<file path="config.mk">
export PLATFORM = sky130hd
export DESIGN_NAME = simmux_regs
export DESIGN_NICKNAME = d
export VERILOG_FILES = /design/src/shared/simmux_pkg.sv /design/src/rtl/simmux_sync.sv /design/src/rtl/simmux_regs.sv
export SDC_FILE = /design/constraint.sdc
export NUM_CORES = 1
export LEC_CHECK = 0
export ABC_AREA = 1
export BUFFER_PORTS_ARGS = -buffer_cell sky130_fd_sc_hd__buf_2
export CAP_MARGIN = 30
export CORE_MARGIN = 3
export CORE_UTILIZATION = 60
export CTS_CLUSTER_SIZE = 10
export DETAILED_ROUTE_END_ITERATION = 16
export PLACE_DENSITY = 0.81
export SLEW_MARGIN = 25
export SYNTH_ARGS = -nofsm -noshare
export SYNTH_HDL_FRONTEND = slang
export SYNTH_SLANG_ARGS = --single-unit
</file>
<file path="constraint.sdc">
create_clock -name clk_sys_in -period 2.7 [get_ports clk_sys_in]
set_input_delay 0.675 -clock clk_sys_in [delete_from_list [all_inputs] [get_ports clk_sys_in]]
set_output_delay 0.675 -clock clk_sys_in [all_outputs]
set_load 0.01 [all_outputs]
</file>
<file path="src/shared/simmux_pkg.sv">
// Register offsets, field positions and reset values of the card-slot register bank
package simmux_pkg;
  // Command byte of each register
  localparam logic [7:0] IDX_HW_IDENT = 8'h00;
  localparam logic [7:0] IDX_DRV_VER = 8'h01;
  localparam logic [7:0] IDX_STATUS = 8'h04;
  localparam logic [7:0] IDX_SLOT_CTRL = 8'h08;
  localparam logic [7:0] IDX_BSI_DEB = 8'h0a;
  localparam logic [7:0] IDX_SDN_DEB = 8'h0b;
  localparam logic [7:0] IDX_UNUSED = 8'h0c;
  localparam logic [7:0] IDX_CLK_SRC = 8'h0d;
  localparam logic [7:0] IDX_DEV_CTRL = 8'h0e;
  localparam logic [7:0] IDX_PULL_CTRL = 8'h15;
  // Power-up values
  localparam logic [7:0] RST_DRV_VER = 8'h00;
  localparam logic [7:0] RST_STATUS = 8'h00;
  localparam logic [7:0] RST_SLOT_CTRL = 8'h00;
  localparam logic [7:0] RST_DEBOUNCE = 8'h04;
  localparam logic [7:0] RST_CLK_SRC = 8'h00;
  localparam logic [7:0] RST_DEV_CTRL = 8'h00;
  localparam logic [1:0] RST_PULL_CTRL = 2'h0;
  // Status register fields
  localparam int ST_SDN_LVL = 0;
  localparam int ST_SDN_INT = 1;
  localparam int ST_BAT_LVL = 2;
  localparam int ST_BAT_INT = 3;
  // Slot power control fields: slot 1 low nibble, slot 2 high nibble
  localparam int SC_S1_REG_EN = 0;
  localparam int SC_S1_STATE = 2;
  localparam int SC_S2_REG_EN = 4;
  localparam int SC_S2_STATE = 6;
  // Detection control and clock source fields
  localparam int DC_BAT_INT_EN = 2;
  localparam int DC_SDN_INT_EN = 5;
  localparam int CLK_SRC_BIT = 7;
  // Serial port framing
  localparam logic [3:0] BYTE_BITS = 4'h8;
endpackage

</file>
<file path="src/rtl/simmux_sync.sv">
// Two-stage synchroniser for asynchronous pin inputs
`timescale 1ns/1ps
module simmux_sync #(
  parameter int W = 1,
  parameter logic [W-1:0] RST_VAL = '0
) (
  input wire logic clk_sys_in,
  input wire logic rst_in,
  input wire logic [W-1:0] async_in,
  output logic [W-1:0] sync_out
);
  logic [W-1:0] meta_q;

  // First stage feeds only the second, to let metastability settle
  // Reset value matches the idle pin level, so no false edge follows reset
  always_ff @(posedge clk_sys_in) begin
    if (rst_in) begin
      meta_q <= RST_VAL;
      sync_out <= RST_VAL;
    end else begin
      meta_q <= async_in;
      sync_out <= meta_q;
    end
  end
endmodule

</file>
<file path="src/rtl/simmux_regs.sv">
// Serial-port register bank of the dual card-slot multiplexer
// What this block does
// - Read-only hardware ident at command 00h
// - Ident holds maker and device, fixed
// - Maker part unchanged across hardware revisions
// - Maker identifier sits in upper nibble
// - Maker identifier unique to the maker
// - Read-only driver version at command 01h
// - Driver version names required host software
// - Driver version changes only for software impact
// - Driver version reads zero initially
// - Status interrupt bits clear on read
// - Slot status from state and regulator bits
`timescale 1ns/1ps
module simmux_regs import simmux_pkg::*; #(
  parameter logic [6:0] SLAVE_ADDR = 7'h50,
  parameter logic [3:0] MAKER_ID = 4'ha,  // Arbitrary value
  parameter logic [3:0] DEVICE_REV = 4'h1,  // Arbitrary value
  parameter logic [7:0] DRV_VERSION = RST_DRV_VER
) (
  input wire logic clk_sys_in,
  input wire logic rst_in,
  input wire logic scl_in,
  input wire logic sda_in,
  output logic sda_out,
  output logic sda_oe_out,
  input wire logic slot_shutdown_input_in,
  input wire logic battery_sense_input_in,
  output logic [7:0] slot_ctrl_out,
  output logic [7:0] bsi_debounce_out,
  output logic [7:0] sdn_debounce_out,
  output logic clk_src_out,
  output logic [7:0] dev_ctrl_out,
  output logic [1:0] pull_ctrl_out
);
  typedef enum logic [2:0] {ST_IDLE, ST_ADDR, ST_AACK, ST_CMD, ST_WR, ST_DACK, ST_RD, ST_RACK} simmux_st_t;

  localparam logic [7:0] HW_IDENT = {MAKER_ID, DEVICE_REV};

  logic [3:0] pins_s;
  logic scl_s, sda_s, sdn_s, bat_s;
  logic scl_p, sda_p, sdn_p, bat_p;
  logic scl_rise, scl_fall, start, stop, rd_load, st_clr;
  logic sdn_evt, bat_evt;
  simmux_st_t st_q;
  logic [3:0] cnt_q;
  logic [7:0] shift_q, ptr_q, wr_idx_q, wr_dat_q, rd_mux, status_w;
  logic rw_q, mack_q, wr_stb_q, oe_q, sda_lo_q;
  logic [7:0] slot_ctrl_q, bsi_deb_q, sdn_deb_q, dev_ctrl_q;
  logic clk_src_q;
  logic [1:0] pull_q;
  logic sdn_int_q, bat_int_q;

  // All pins cross into the system clock through two flops
  simmux_sync #(.W(4), .RST_VAL(4'hc)) u_sync (
    .clk_sys_in(clk_sys_in),
    .rst_in(rst_in),
    .async_in({scl_in, sda_in, slot_shutdown_input_in, battery_sense_input_in}),
    .sync_out(pins_s)
  );
  assign {scl_s, sda_s, sdn_s, bat_s} = pins_s;

  // Delayed copies for edge and bus-condition detection
  always_ff @(posedge clk_sys_in) begin
    if (rst_in) begin
      scl_p <= 1'b1;
      sda_p <= 1'b1;
      sdn_p <= 1'b0;
      bat_p <= 1'b0;
    end else begin
      scl_p <= scl_s;
      sda_p <= sda_s;
      sdn_p <= sdn_s;
      bat_p <= bat_s;
    end
  end

  assign scl_rise = scl_s & ~scl_p;
  assign scl_fall = ~scl_s & scl_p;
  assign start = scl_s & scl_p & sda_p & ~sda_s;
  assign stop = scl_s & scl_p & ~sda_p & sda_s;
  // A byte is fetched right after address ack (read) or after master ack
  assign rd_load = scl_fall & (((st_q == ST_AACK) & rw_q) | ((st_q == ST_RACK) & mack_q));
  assign st_clr = rd_load & (ptr_q == IDX_STATUS);

  // Slot status: powered-down code whenever the regulator is off
  function automatic logic [1:0] slot_code(input logic reg_en, input logic [1:0] state);
    slot_code = !reg_en ? 2'b00 : ((state == 2'b00) ? 2'b10 : state);
  endfunction

  assign status_w = {slot_code(slot_ctrl_q[SC_S2_REG_EN], slot_ctrl_q[SC_S2_STATE +: 2]),
                     slot_code(slot_ctrl_q[SC_S1_REG_EN], slot_ctrl_q[SC_S1_STATE +: 2]),
                     bat_int_q, bat_s, sdn_int_q, sdn_s};

  // Read multiplexer; reserved, test and unmapped commands read zero
  always_comb begin
    unique case (ptr_q)
      IDX_HW_IDENT: rd_mux = HW_IDENT;
      IDX_DRV_VER: rd_mux = DRV_VERSION;
      IDX_STATUS: rd_mux = status_w;
      IDX_SLOT_CTRL: rd_mux = slot_ctrl_q;
      IDX_BSI_DEB: rd_mux = bsi_deb_q;
      IDX_SDN_DEB: rd_mux = sdn_deb_q;
      IDX_CLK_SRC: rd_mux = {clk_src_q, 7'h00};
      IDX_DEV_CTRL: rd_mux = dev_ctrl_q;
      IDX_PULL_CTRL: rd_mux = {6'h00, pull_q};
      default: rd_mux = 8'h00;
    endcase
  end

  // Serial slave: address, command byte, then data with auto-increment
  always_ff @(posedge clk_sys_in) begin
    if (rst_in) begin
      st_q <= ST_IDLE;
      cnt_q <= 4'h0;
      shift_q <= 8'h00;
      oe_q <= 1'b0;
      rw_q <= 1'b0;
      mack_q <= 1'b0;
      ptr_q <= 8'h00;
      wr_stb_q <= 1'b0;
      wr_idx_q <= 8'h00;
      wr_dat_q <= 8'h00;
    end else begin
      wr_stb_q <= 1'b0;
      if (start) begin
        st_q <= ST_ADDR;
        cnt_q <= 4'h0;
        oe_q <= 1'b0;
      end else if (stop) begin
        st_q <= ST_IDLE;
        oe_q <= 1'b0;
      end else begin
        unique case (st_q)
          ST_IDLE: cnt_q <= 4'h0;
          ST_ADDR, ST_CMD, ST_WR: begin
            if (scl_rise) begin
              shift_q <= {shift_q[6:0], sda_s};
              cnt_q <= cnt_q + 4'h1;
            end else if (scl_fall && cnt_q == BYTE_BITS) begin
              cnt_q <= 4'h0;
              if (st_q == ST_ADDR) begin
                if (shift_q[7:1] == SLAVE_ADDR) begin
                  oe_q <= 1'b1;
                  rw_q <= shift_q[0];
                  st_q <= ST_AACK;
                end else begin
                  st_q <= ST_IDLE;
                end
              end else begin
                oe_q <= 1'b1;
                st_q <= ST_DACK;
                if (st_q == ST_CMD) begin
                  ptr_q <= shift_q;
                end else begin
                  wr_stb_q <= 1'b1;
                  wr_idx_q <= ptr_q;
                  wr_dat_q <= shift_q;
                  ptr_q <= ptr_q + 8'h01;
                end
              end
            end
          end
          ST_AACK: begin
            if (scl_fall && !rw_q) begin
              oe_q <= 1'b0;
              st_q <= ST_CMD;
            end
          end
          ST_DACK: begin
            if (scl_fall) begin
              oe_q <= 1'b0;
              st_q <= ST_WR;
            end
          end
          ST_RD: begin
            if (scl_rise) begin
              cnt_q <= cnt_q + 4'h1;
            end else if (scl_fall) begin
              if (cnt_q == BYTE_BITS) begin
                oe_q <= 1'b0;
                st_q <= ST_RACK;
              end else begin
                shift_q <= {shift_q[6:0], 1'b0};
                oe_q <= ~shift_q[6];
              end
            end
          end
          ST_RACK: begin
            if (scl_rise) begin
              mack_q <= ~sda_s;
            end else if (scl_fall && !mack_q) begin
              st_q <= ST_IDLE;
            end
          end
        endcase
        // Load the next read byte; pulling low drives a zero
        if (rd_load) begin
          st_q <= ST_RD;
          shift_q <= rd_mux;
          oe_q <= ~rd_mux[7];
          cnt_q <= 4'h0;
          ptr_q <= ptr_q + 8'h01;
        end
      end
    end
  end

  // Writable registers; ident, version, status, reserved and test range drop writes
  always_ff @(posedge clk_sys_in) begin
    if (rst_in) begin
      slot_ctrl_q <= RST_SLOT_CTRL;
      bsi_deb_q <= RST_DEBOUNCE;
      sdn_deb_q <= RST_DEBOUNCE;
      clk_src_q <= RST_CLK_SRC[CLK_SRC_BIT];
      dev_ctrl_q <= RST_DEV_CTRL;
      pull_q <= RST_PULL_CTRL;
    end else if (wr_stb_q) begin
      unique case (wr_idx_q)
        IDX_SLOT_CTRL: slot_ctrl_q <= wr_dat_q;
        IDX_BSI_DEB: bsi_deb_q <= wr_dat_q;
        IDX_SDN_DEB: sdn_deb_q <= wr_dat_q;
        IDX_CLK_SRC: clk_src_q <= wr_dat_q[CLK_SRC_BIT];
        IDX_DEV_CTRL: dev_ctrl_q <= wr_dat_q;
        IDX_PULL_CTRL: pull_q <= wr_dat_q[1:0];
        default: ;
      endcase
    end
  end

  // Sticky interrupt flags; a new event beats the clear of a read
  assign sdn_evt = (sdn_s ^ sdn_p) & dev_ctrl_q[DC_SDN_INT_EN];
  assign bat_evt = bat_s & ~bat_p & dev_ctrl_q[DC_BAT_INT_EN];
  always_ff @(posedge clk_sys_in) begin
    if (rst_in) begin
      sdn_int_q <= RST_STATUS[ST_SDN_INT];
      bat_int_q <= RST_STATUS[ST_BAT_INT];
    end else begin
      sdn_int_q <= sdn_evt | (sdn_int_q & ~st_clr);
      bat_int_q <= bat_evt | (bat_int_q & ~st_clr);
    end
  end

  // Data line is open drain: the output level is always low
  always_ff @(posedge clk_sys_in) begin
    sda_lo_q <= 1'b0;
  end

  assign sda_out = sda_lo_q;
  assign sda_oe_out = oe_q;
  assign slot_ctrl_out = slot_ctrl_q;
  assign bsi_debounce_out = bsi_deb_q;
  assign sdn_debounce_out = sdn_deb_q;
  assign clk_src_out = clk_src_q;
  assign dev_ctrl_out = dev_ctrl_q;
  assign pull_ctrl_out = pull_q;
endmodule

</file>
==> metrics.md, run 1 <==
| Metric | Value |
|---|---|
| Post-synthesis async set-or-reset flop share | `0%` |
| Post-cts resize count | `0` |
| Leakage | `between 2 and 2.5 nW` |
| Minimum clock period | `approximately 1.9 ns` |
| CP Data Arrival Time | `roughly 2.2 ns` |
| WL final | `~12000 µm` |
| H-tree levels | `3` |
| Die span in y | `93.8 µm` |
| Seq/Total Area, Yosys | `39.8%` |
| Top-count cell post-synth | `nand2_1` |
| Antenna fix cells | `0` |
| Min-Delay Path Class | `reg2reg` |
| Max frequency | `527 MHz` |
| Number of synthesized flops with an enable pin | `0` |
| Worst-margin pin slew | `0.624 ns` |
| DP Area | `4840 µm²` |
| Final ANT Viol Nets | `0` |
| Synth Warn # | `0` |
| Post-synthesis cell type count | `38` |
| CTS Buffer Depth | `2` |
| Ratio of cells with drive above 1 in the final layout | `14.0%` |
| First-pass GRT wire length | `19500 µm` |
| Fin Hold WS | `0.412 ns` |
| CTS Buf Count | `9` |
| Overall routing resource usage | `between 20% and 30%` |
| Area growth, synth to finish | `9.09%` |
| Total die area | `8800 µm²` |
| Post-CTS Setup Repair Bufs | `0` |
| Switch Pwr | `0.00121 W` |
| Skew final | `0.0108 ns` |
| Slew headroom | `58.4%` |
| Met2 Routed Length | `5460 µm` |
| Top-area cell type share of the netlist area | `39.8%` |
| Ports | `43` |
| Main synth FF type | `dfxtp_1` |
| Via density | `5.55` |
| Initial antenna violation count | `0` |
| Crit Path Max Fanout | `12` |
| DR WL met3 | `around 940 µm` |
| CTS clock-pin slew for the worst setup and hold paths | `0.10 ns` |
| Clk network pwr share | `29.1%` |
| Max VDD drop | `approximately 0.00031 V` |
| Combinational power share | `24.7%` |
| Synth Net Count | `around 700` |
| Starting Density | `62.8%` |
| Synth cell count leaders | `nand2_1, nor2_1, dfxtp_1` |
| Final slew viol count | `0` |
| IO Port Bufs | `41` |
| Critical path endpoint category | `flop` |
| Hold Buf Count CTS | `0` |
| Largest cells by area after synthesis | `dfxtp_1, nand2_1, nor2_1` |
| Post-Syn Area per Cell | `6.73 µm²` |
| Vias | `4568` |
| Worst path required time | `2.99 ns` |
| Worst Setup Start Kind | `flop` |
| WS Path Type | `reg2reg` |
| Layout Nets | `731` |
| Non-filler cells, final | `823` |
| Period utilization | `between 70% and 80%` |
| Number of global-route vias before repair | `around 4200` |
| Worst-Skew Late Latency | `0.37 ns` |
| Grt total ovfl | `0` |
| Flop pwr share | `about 46%` |
| Routed met1 length | `5350 µm` |
| Setup TNS | `0 ns` |
| HPWL Detailed | `8630 µm` |
| Flops & latches, synth | `92` |
| Final Hold Vio Count | `0` |
| # rows | `31` |
| MaxCap Viol Count | `0` |
| Die X | `93.8 µm` |
| Root buffer cell | `clkbuf_8` |
| Area of the multi-input gates | `2380 µm²` |
| Post-Syn Instances | `around 700` |
| Final Setup Violations | `0` |
| Switching share of total power | `35.7%` |
| Register area | `between 1500 and 2000 µm²` |
| CTS Sinks | `92` |
| CTS tree | `yes` |
| PnR Total Power | `roughly 0.0034 W` |
| Power Dens Cells | `between 600 and 700 nW/µm²` |
| Synth Cell Area | `4630 µm²` |
| Design Area, Final | `a little over 5000 µm²` |
| Residual DRC | `0` |
| Core Footprint | `7370 µm²` |
| Pint | `around 0.0022 W` |
| Post-Place Cells | `807` |
| Synth area leader | `dfxtp_1` |
| Fill cells | `647` |
| Initial DRC count | `422` |
| Placer Congestion | `0.965` |
| RSZ-0062 raised after global routing | `no` |
| Top routing layer in use | `met4` |
| Run status | `finished clean` |
| Drt wl/cell | `14.6 µm` |
| Largest net degree at the start of global routing | `71` |
| TritonRoute pass-1 iters | `5` |
[cells by family (layout without fill, tap and decap cells)]
family	Yosys count	after routing	share of synthesized area (%)
buffers and inverters	93	130	8.76
DFF	92	92	39.8
AOI/OAI and AO/OA	123	123	13.6
and+or+nand+nor	367	367	35.2
adders and majority gates	6	6	1.62
other	1	1	0.0811
xor gates and xnor gates	5	5	0.947
[flip-flops by register name, summed over array words and instances, names as in the netlist, 2 cells and up]
name,count
shift_q,8
sdn_debounce_out,8
bsi_debounce_out,8
u_sync.sync_out,4
dev_ctrl_out,8
wr_dat_q,8
slot_ctrl_out,8
st_q,3
pull_ctrl_out,2
cnt_q,4
u_sync.meta_q,4
wr_idx_q,8
ptr_q,8
[metal layers]
metal,vias up,global-route usage [%]
met3,26,6.89
met4,0,12.3
met2,196,42.6
li1,2252,-
met5,-,0
met1,2094,37.9
[power by group through the flow]
stage               Combinational (W)  Sequential, W  Clock, W
detailed placement           0.000821        0.00160         0
floorplan                    0.000770        0.00153         0
CTS                          0.000827        0.00157  0.000997
finish                       0.000840        0.00157  0.000991
global route                 0.000969        0.00158   0.00105
global placement             0.000808        0.00160         0
[per-stage QoR]
step | worst slack, ns | util [%]
after floorplan | 1.14 | -
after detailed placement | 0.767 | 65.6
after global routing | 0.611 | 68.5
after CTS | 0.837 | 68.5
after global placement | 0.816 | 65.6
final | 0.803 | 68.5
[worst max-delay path, cell delays in order, from the launching register on]
cell and delay (ns):
dfxtp_1 0.58, inv_4 0.08, nor3_2 0.27, nand3b_1 0.17, nand2_1 0.22, inv_1 0.22
nand2_1 0.08, a21oi_1 0.20
[cell usage in the layout, fill, tap and decap left out, drive strengths merged, types with 2 or more instances in the layout]
cell type and count:
clkbuf 10, nor4 2, or2 4, ha 6, clkinv 3, nand2 157
nor3 4, buf 44, nor3b 2, a21oi 44, nor2 143, dfxtp 92
nand4 10, nand3 44, o21ai 73, a21boi 2, xor2 4, inv 71
[path summary, 6_finish.rpt]
| path | from | slack, ns | end | depth (start not counted) |
|---|---|---|---|---|
| worst max-delay path | st_q[0]$_SDFFE_PP0P_ | 0.80 | ptr_q[4]$_SDFFE_PP0P_ | 7 |
| worst min-delay path | u_sync.meta_q[1]$_SDFF_PP0_ | 0.41 | u_sync.sync_out[1]$_SDFF_PP0_ | 2 |
| worst max register to register | st_q[0]$_SDFFE_PP0P_ | 0.80 | ptr_q[4]$_SDFFE_PP0P_ | 7 |
| worst min register to register | u_sync.meta_q[1]$_SDFF_PP0_ | 0.41 | u_sync.sync_out[1]$_SDFF_PP0_ | 2 |
[cell type report]
type | instances | area share (%)
multi-input combinational | 502 | 47.1
clock inverter | 6 | 1.41
tap | 99 | 2.45
clock buffer | 10 | 2.73
sequential | 92 | 36.5
timing repair buffer | 44 | 4.51
inverter | 70 | 5.26
No activity file was read; power rests on OpenSTA's default activity.
==> inputs of run 2 (changes only) <==
- CORE_UTILIZATION: 60 -> 59
- PLACE_DENSITY: 0.81 -> 0.8
- clock period: 2.7 -> 1.85 ns (I/O delays scaled with it)
==> run 2 against run 1 <==
- total power is 47% higher
- non-clock buffer count rose by 7
- clock skew grew 0.0026 ns
- final area up 2.0%
- first-iteration DRC count is 18% lower
- sequential cell count is the same
- highest routed layer unchanged
- critical path depth rose by 4
- core utilization increased by 0.61 points
- worst hold slack got worse by 0.14 ns
- setup slack lost 0.67 ns
- clock power is 40% higher
- via count decreased by 0.85%
- largest power group unchanged
==> metrics.md, run 2 (synthesis results as in run 1) <==
| Metric | Value |
|---|---|
| Pint | `0.00319 W (+46%)` |
| Final slew viol count | `0 (unchanged)` |
| TritonRoute pass-1 iters | `5 (unchanged)` |
| Critical R2R Capture | `shift_q[5]$_SDFFE_PP0P_` |
| Cell mode on critical path | `nand2_1` |
| Antenna fix cells | `0 (unchanged)` |
| WS Path Type | `reg2reg` |
| Final ANT Viol Nets | `0 (unchanged)` |
| Drt wl/cell | `14.6 µm (-0.15%)` |
| Ratio of cells with drive above 1 in the final layout | `15.4% (+1.5 points)` |
| First-pass GRT wire length | `19300 µm (-0.85%)` |
| Post-CTS Setup Repair Bufs | `0 (unchanged)` |
| Placer Congestion | `0.898 (-7.0%)` |
| Crit-path max cell delay | `0.42 ns (-0.16 ns)` |
| Total die area | `8940 µm² (+1.6%)` |
| Power Dens Cells | `973 nW/µm² (+44%)` |
| Vias | `4529 (-0.85%)` |
| Design Area, Final | `5140 µm² (+2.0%)` |
| Root buffer cell | `clkbuf_8` |
| Via density | `5.45 (-1.8%)` |
| CTS Buffer Depth | `2 (unchanged)` |
| HPWL Detailed | `8820 µm (+2.3%)` |
| Crit Path Max Fanout | `8 (-4)` |
| Max frequency | `581 MHz (+10%)` |
| # rows | `31 (unchanged)` |
| Commonest cells after routing, fill and taps aside | `nand2_1, nor2_1, dfxtp_1` |
| CTS tree | `yes` |
| Clk network pwr share | `27.8% (-1.3 points)` |
| Core Footprint | `7450 µm² (+1.1%)` |
| Hold Path Stages | `2 (unchanged)` |
| CTS clock-pin slew for the worst setup and hold paths | `0.09 ns (about the same)` |
| CTS Buf Count | `9 (unchanged)` |
| Critical path endpoint category | `flop` |
| Worst Setup Start Kind | `flop` |
| Worst reg2reg startpoint | `cnt_q[1]$_SDFFE_PP0P_` |
| Skew final | `0.0134 ns (+0.00262 ns)` |
| Ports | `43 (unchanged)` |
| Die span in y | `94.5 µm (+0.79%)` |
| WL final | `12100 µm (+0.82%)` |
| Run status | `finished clean` |
| PnR Total Power | `0.00500 W (+47%)` |
| Critical path, cell by cell | `inv_1, ha_1, nand2_1, nor2_1, inv_1, nand2_1, a21oi_2, nand3_2, nand2_1, nand2_1, nor2_1` |
| R2R depth | `11 (+4)` |
| Final Setup Violations | `0 (unchanged)` |
| Die X | `94.5 µm (+0.79%)` |
| Fill cells | `691 (+6.8%)` |
| CP Data Arrival Time | `2.03 ns (-0.16 ns)` |
| Register-to-register setup slack | `0.13 ns (-0.67 ns)` |
| Combinational power share | `26.5% (+1.8 points)` |
| Max VDD drop | `0.000453 V (+44%)` |
| MaxCap Viol Count | `0 (unchanged)` |
| Number of global-route vias before repair | `4049 (-2.9%)` |
| Slowest-stage cell, CP | `dfxtp_1` |
| Worst-Skew Late Latency | `0.37 ns (about the same)` |
| Most common cell after layout, fill and taps aside | `nand2_1` |
| Overall routing resource usage | `27.6% (-0.46 points)` |
| IO Port Bufs | `41 (unchanged)` |
| Switching share of total power | `36.2% (+0.47 points)` |
| Layout Nets | `739 (+1.1%)` |
| Leakage | `2.38 nW (+1.9%)` |
| Flop pwr share | `45.8% (-0.4 points)` |
| Min-Delay Path Class | `in2reg` |
| Area growth, synth to finish | `11.2%` |
| Setup TNS | `0 ns (unchanged)` |
| Hold path start | `sda_in` |
| Initial DRC count | `346 (-18%)` |
| Grt total ovfl | `0 (unchanged)` |
| Worst path required time | `2.16 ns (-0.83 ns)` |
| Hold worst-path end | `u_sync.meta_q[2]$_SDFF_PP1_` |
| Period utilization | `93.0% (+23 points)` |
| CTS Sinks | `92 (unchanged)` |
| Final Hold Vio Count | `0 (unchanged)` |
| Starting Density | `62.1% (-0.65 points)` |
| DP Area | `4910 µm² (+1.6%)` |
| H-tree levels | `3 (unchanged)` |
| Initial antenna violation count | `0 (unchanged)` |
| Largest net degree at the start of global routing | `66 (-7.0%)` |
| Residual DRC | `0 (unchanged)` |
| Minimum clock period | `1.72 ns (-0.177 ns)` |
| Switch Pwr | `0.00181 W (+49%)` |
-- run 2: cell types whose count changed in the layout (fill, tap and decap cells not counted), sizes merged --
cell / delta
buf: +7
inv: +1
nand3: +1
clkinv: -1
-- run 2: layout make-up --
cell class	instances	area (µm²)	share of cell area (%)
sequential	92	1850	35.9
timing repair buffer	51	305	5.93
tap	99	124	2.41
multi-input combinational	503	2410	46.8
inverter	70	265	5.16
clock buffer	10	128	2.48
clock inverter	6	68.8	1.34
-- run 2: worst max-delay path, delay by kind of cell (launching register included) --
kind / cells / cell delay, ns
AOI/OAI and AO/OA: 1 / 0.26
adders and majority gates: 1 / 0.17
buffers and inverters: 2 / 0.15
DFF: 1 / 0.42
and+or+nand+nor: 7 / 0.66
-- run 2: what timing repair did --
| item | CTS | global route |
|---|---|---|
| gates resized for setup | 0 | 8 |
| hold endpoints to repair | 0 | 0 |
| endpoints found under the setup margin | 0 | 13 |
| hold buffers | 0 | 0 |
-- run 2: worst max-delay path by stage --
stage,endpoint,from,cells after the start
after global routing,shift_q[5]$_SDFFE_PP0P_,cnt_q[1]$_SDFFE_PP0P_,11
after detailed placement,sda_oe_out$_SDFFE_PP0P_,ptr_q[0]$_SDFFE_PP0P_,11
after global placement,sda_oe_out$_SDFFE_PP0P_,ptr_q[1]$_SDFFE_PP0P_,10
after CTS,sda_oe_out$_SDFFE_PP0P_,ptr_q[0]$_SDFFE_PP0P_,11
after floorplan,shift_q[7]$_SDFFE_PP0P_,cnt_q[0]$_SDFFE_PP0P_,11
final,shift_q[5]$_SDFFE_PP0P_,cnt_q[1]$_SDFFE_PP0P_,11
-- run 2: power groups by stage --
stage	Combinational [W]	Sequential [W]	Clock, W
global route	0.00149	0.00231	0.00149
global placement	0.00122	0.00232	0
CTS	0.00126	0.00228	0.00140
detailed placement	0.00125	0.00232	0
finish	0.00132	0.00229	0.00139
floorplan	0.00112	0.00223	0
-- run 2: per-stage QoR --
| step | utilization [%] | worst slack, ns | cells | hold slack [ns] |
|---|---|---|---|---|
| 6_report | 69.1 | 0.130 | 831 | 0.275 |
| 5_1_grt | 69.1 | -0.00863 | 831 | 0.265 |
| 4_1_cts | 68.6 | 0.110 | 830 | 0.267 |
| 3_5_place_dp | 66.0 | 0.132 | 814 | 0.393 |
| 3_3_place_gp | 66.0 | 0.193 | 814 | 0.391 |
| 2_1_floorplan | - | 0.288 | 687 | 0.388 |
-- run 2: metal layers --
metal | global-route usage (%) | routed length (µm) | vias to the layer above
met5 | 0 | 0 | -
met4 | 9.50 | 196 | 0
met3 | 4.30 | 807 | 19
met2 | 43.9 | 5690 | 158
met1 | 38.3 | 5430 | 2080
li1 | - | - | 2272
==> inputs of run 3 (changes only) <==
- clock period: 1.85 -> 1.8 ns (I/O delays scaled with it)
==> run 3 against run 2 <==
- register-to-register slack hardly changed
- sequential cell count did not move
- core utilization is 1.1 points higher
- critical endpoint is now sda_oe_out$_SDFFE_PP0P_
==> metrics.md, run 3 (synthesis results as in run 1) <==
| Metric | Value |
|---|---|
| Crit Path Max Fanout | `8 (unchanged)` |
| CTS Buffer Depth | `2 (unchanged)` |
| Final Setup Violations | `0 (unchanged)` |
| Fill cells | `657 (-4.9%)` |
| Final slew viol count | `0 (unchanged)` |
| Setup TNS | `0 ns (unchanged)` |
| CTS Sinks | `92 (unchanged)` |
| RSZ-0062 raised after global routing | `no` |
| Power Dens Cells | `1010 nW/µm² (+3.9%)` |
| Overall routing resource usage | `28.1% (+0.43 points)` |
| M1 GR Usage | `38.2% (-0.14 points)` |
| Final Hold Vio Count | `0 (unchanged)` |
| Area growth, synth to finish | `12.9%` |
| Hold Buf Count CTS | `0 (unchanged)` |
| Skew final | `0.0119 ns (-0.00145 ns)` |
| MaxCap Viol Count | `0 (unchanged)` |
| Met2 usage | `45.3% (+1.4 points)` |
| # rows | `31 (unchanged)` |
| Via density | `5.46 (+0.24%)` |
| Critical path endpoint category | `flop` |
| Grt total ovfl | `0 (unchanged)` |
| Die X | `94.5 µm (unchanged)` |
| Die span in y | `94.5 µm (unchanged)` |
| CTS clock-pin slew for the worst setup and hold paths | `0.09 ns (about the same)` |
| Max VDD drop | `0.000676 V (+49%)` |
| DP Area | `4950 µm² (+0.76%)` |
| Worst setup margin | `0.133 ns (+0.00327 ns)` |
| Area of the multi-input gates | `2410 µm² (+0.21%)` |
| Ratio of cells with drive above 1 in the final layout | `16.8% (+1.4 points)` |
| Cell mode on critical path | `nor2_1` |
| Slowest-stage cell, CP | `dfxtp_1` |
| First-pass GRT wire length | `19800 µm (+2.5%)` |
| Total die area | `8940 µm² (unchanged)` |
| GRT busiest layer | `met2` |
| Worst path required time | `2.07 ns (-0.09 ns)` |
| Residual DRC | `0 (unchanged)` |
| Min-Delay Path Class | `in2reg` |
| Worst path buffer plus inverter count | `2 (unchanged)` |
| Placer Congestion | `0.904 (+0.68%)` |
| CTS Buf Count | `9 (unchanged)` |
| Root buffer cell | `clkbuf_8` |
| Initial DRC count | `354 (+2.3%)` |
| Commonest cells after routing, fill and taps aside | `nand2_1, nor2_1, dfxtp_1` |
| Final ANT Viol Nets | `0 (unchanged)` |
| Ports | `43 (unchanged)` |
| Core Footprint | `7450 µm² (unchanged)` |
| CTS tree | `yes` |
| Drt wl/cell | `14.7 µm (+0.67%)` |
| Met3 usage in global routing | `3.67% (-0.64 points)` |
| IO Port Bufs | `41 (unchanged)` |
| Most common cell after layout, fill and taps aside | `nand2_1` |
| Number of global-route vias before repair | `4235 (+4.6%)` |
| Critical path, cell by cell | `inv_1, ha_2, nand3_1, nor2_4, nand2_1, nand2_1, nor2_1, nand3_1, inv_1, nor2_1, nor2_1` |
| PnR Total Power | `0.00528 W (+5.5%)` |
| Initial antenna violation count | `0 (unchanged)` |
| Largest net degree at the start of global routing | `44 (-33%)` |
| Final core utilization | `70.1% (+1.1 points)` |
| WS Path Type | `reg2reg` |
| Run status | `finished clean` |
| TritonRoute pass-1 iters | `4 (-1)` |
| Minimum clock period | `1.67 ns (-0.0533 ns)` |
| Pre-CTS setup slack | `0.120 ns (-0.0117 ns)` |
| WL final | `12300 µm (+1.3%)` |
| HPWL Detailed | `9040 µm (+2.5%)` |
| Crit-path max cell delay | `0.37 ns (-0.05 ns)` |
| Worst Setup Start Kind | `flop` |
| Period utilization | `92.6% (-0.38 points)` |
| H-tree levels | `3 (unchanged)` |
| Register area | `1850 µm² (about the same)` |
| CP Data Arrival Time | `1.93 ns (-0.10 ns)` |
| Vias | `4567 (+0.84%)` |
| Worst-Skew Late Latency | `0.37 ns (about the same)` |
| Layout Nets | `744 (+0.68%)` |
| Antenna fix cells | `0 (unchanged)` |
| Max frequency | `600 MHz (+3.2%)` |
| Leakage | `2.42 nW (+1.6%)` |
| Starting Density | `62.1% (unchanged)` |
| Design Area, Final | `5220 µm² (+1.5%)` |
| CP top delay family | `simple AND/OR/NAND/NOR gates` |
[run 3: cell types whose count changed in the layout (fill, tap and decap cells not counted), sizes merged]
cell,before,now
buf,51,57
nand3,45,44
bufinv,1,2
inv,72,71
[run 3: final cells by class]
cell class / instances / area share (%)
flip-flops and latches: 92 / 35.4
repair buffers: 57 / 6.71
inverters: 70 / 5.08
well taps: 99 / 2.37
clock inverters: 6 / 1.84
multi-input cells: 502 / 46.2
clock buffers: 10 / 2.44
[run 3: what timing repair did]
action	CTS	global route
buffers inserted	0	1
resized for setup	0	16
endpoints found under the setup margin	0	20
[run 3: stage by stage]
stage | cells | hold WS [ns]
2_1_floorplan | 687 | 0.388
3_3_place_gp | 819 | 0.390
3_5_place_dp | 819 | 0.395
4_1_cts | 835 | 0.253
5_1_grt | 836 | 0.250
6_report | 836 | 0.263
[run 3: path summary, 6_finish.rpt]
check	startpoint	to	slack, ns	cells after the start
setup / recovery	ptr_q[1]$_SDFFE_PP0P_	sda_oe_out$_SDFFE_PP0P_	0.13	11
hold / removal	sda_in	u_sync.meta_q[2]$_SDFF_PP1_	0.26	2
setup reg to reg	ptr_q[1]$_SDFFE_PP0P_	sda_oe_out$_SDFFE_PP0P_	0.13	11
hold reg to reg	u_sync.meta_q[0]$_SDFF_PP0_	u_sync.sync_out[0]$_SDFF_PP0_	0.41	2
[run 3: report_power, final]
| part | switching [W] | internal, W |
|---|---|---|
| logic | 0.000871 | 0.000454 |
| registers | 0.000194 | 0.00218 |
| clock network | 0.000784 | 0.000800 |
| total | 0.00185 | 0.00343 |
[run 3: metal layers]
layer	vias up	part of all wire [%]
li1	2278	-
met1	2100	46
met2	164	46
met3	25	5.8
met4	0	2.5
met5	-	0
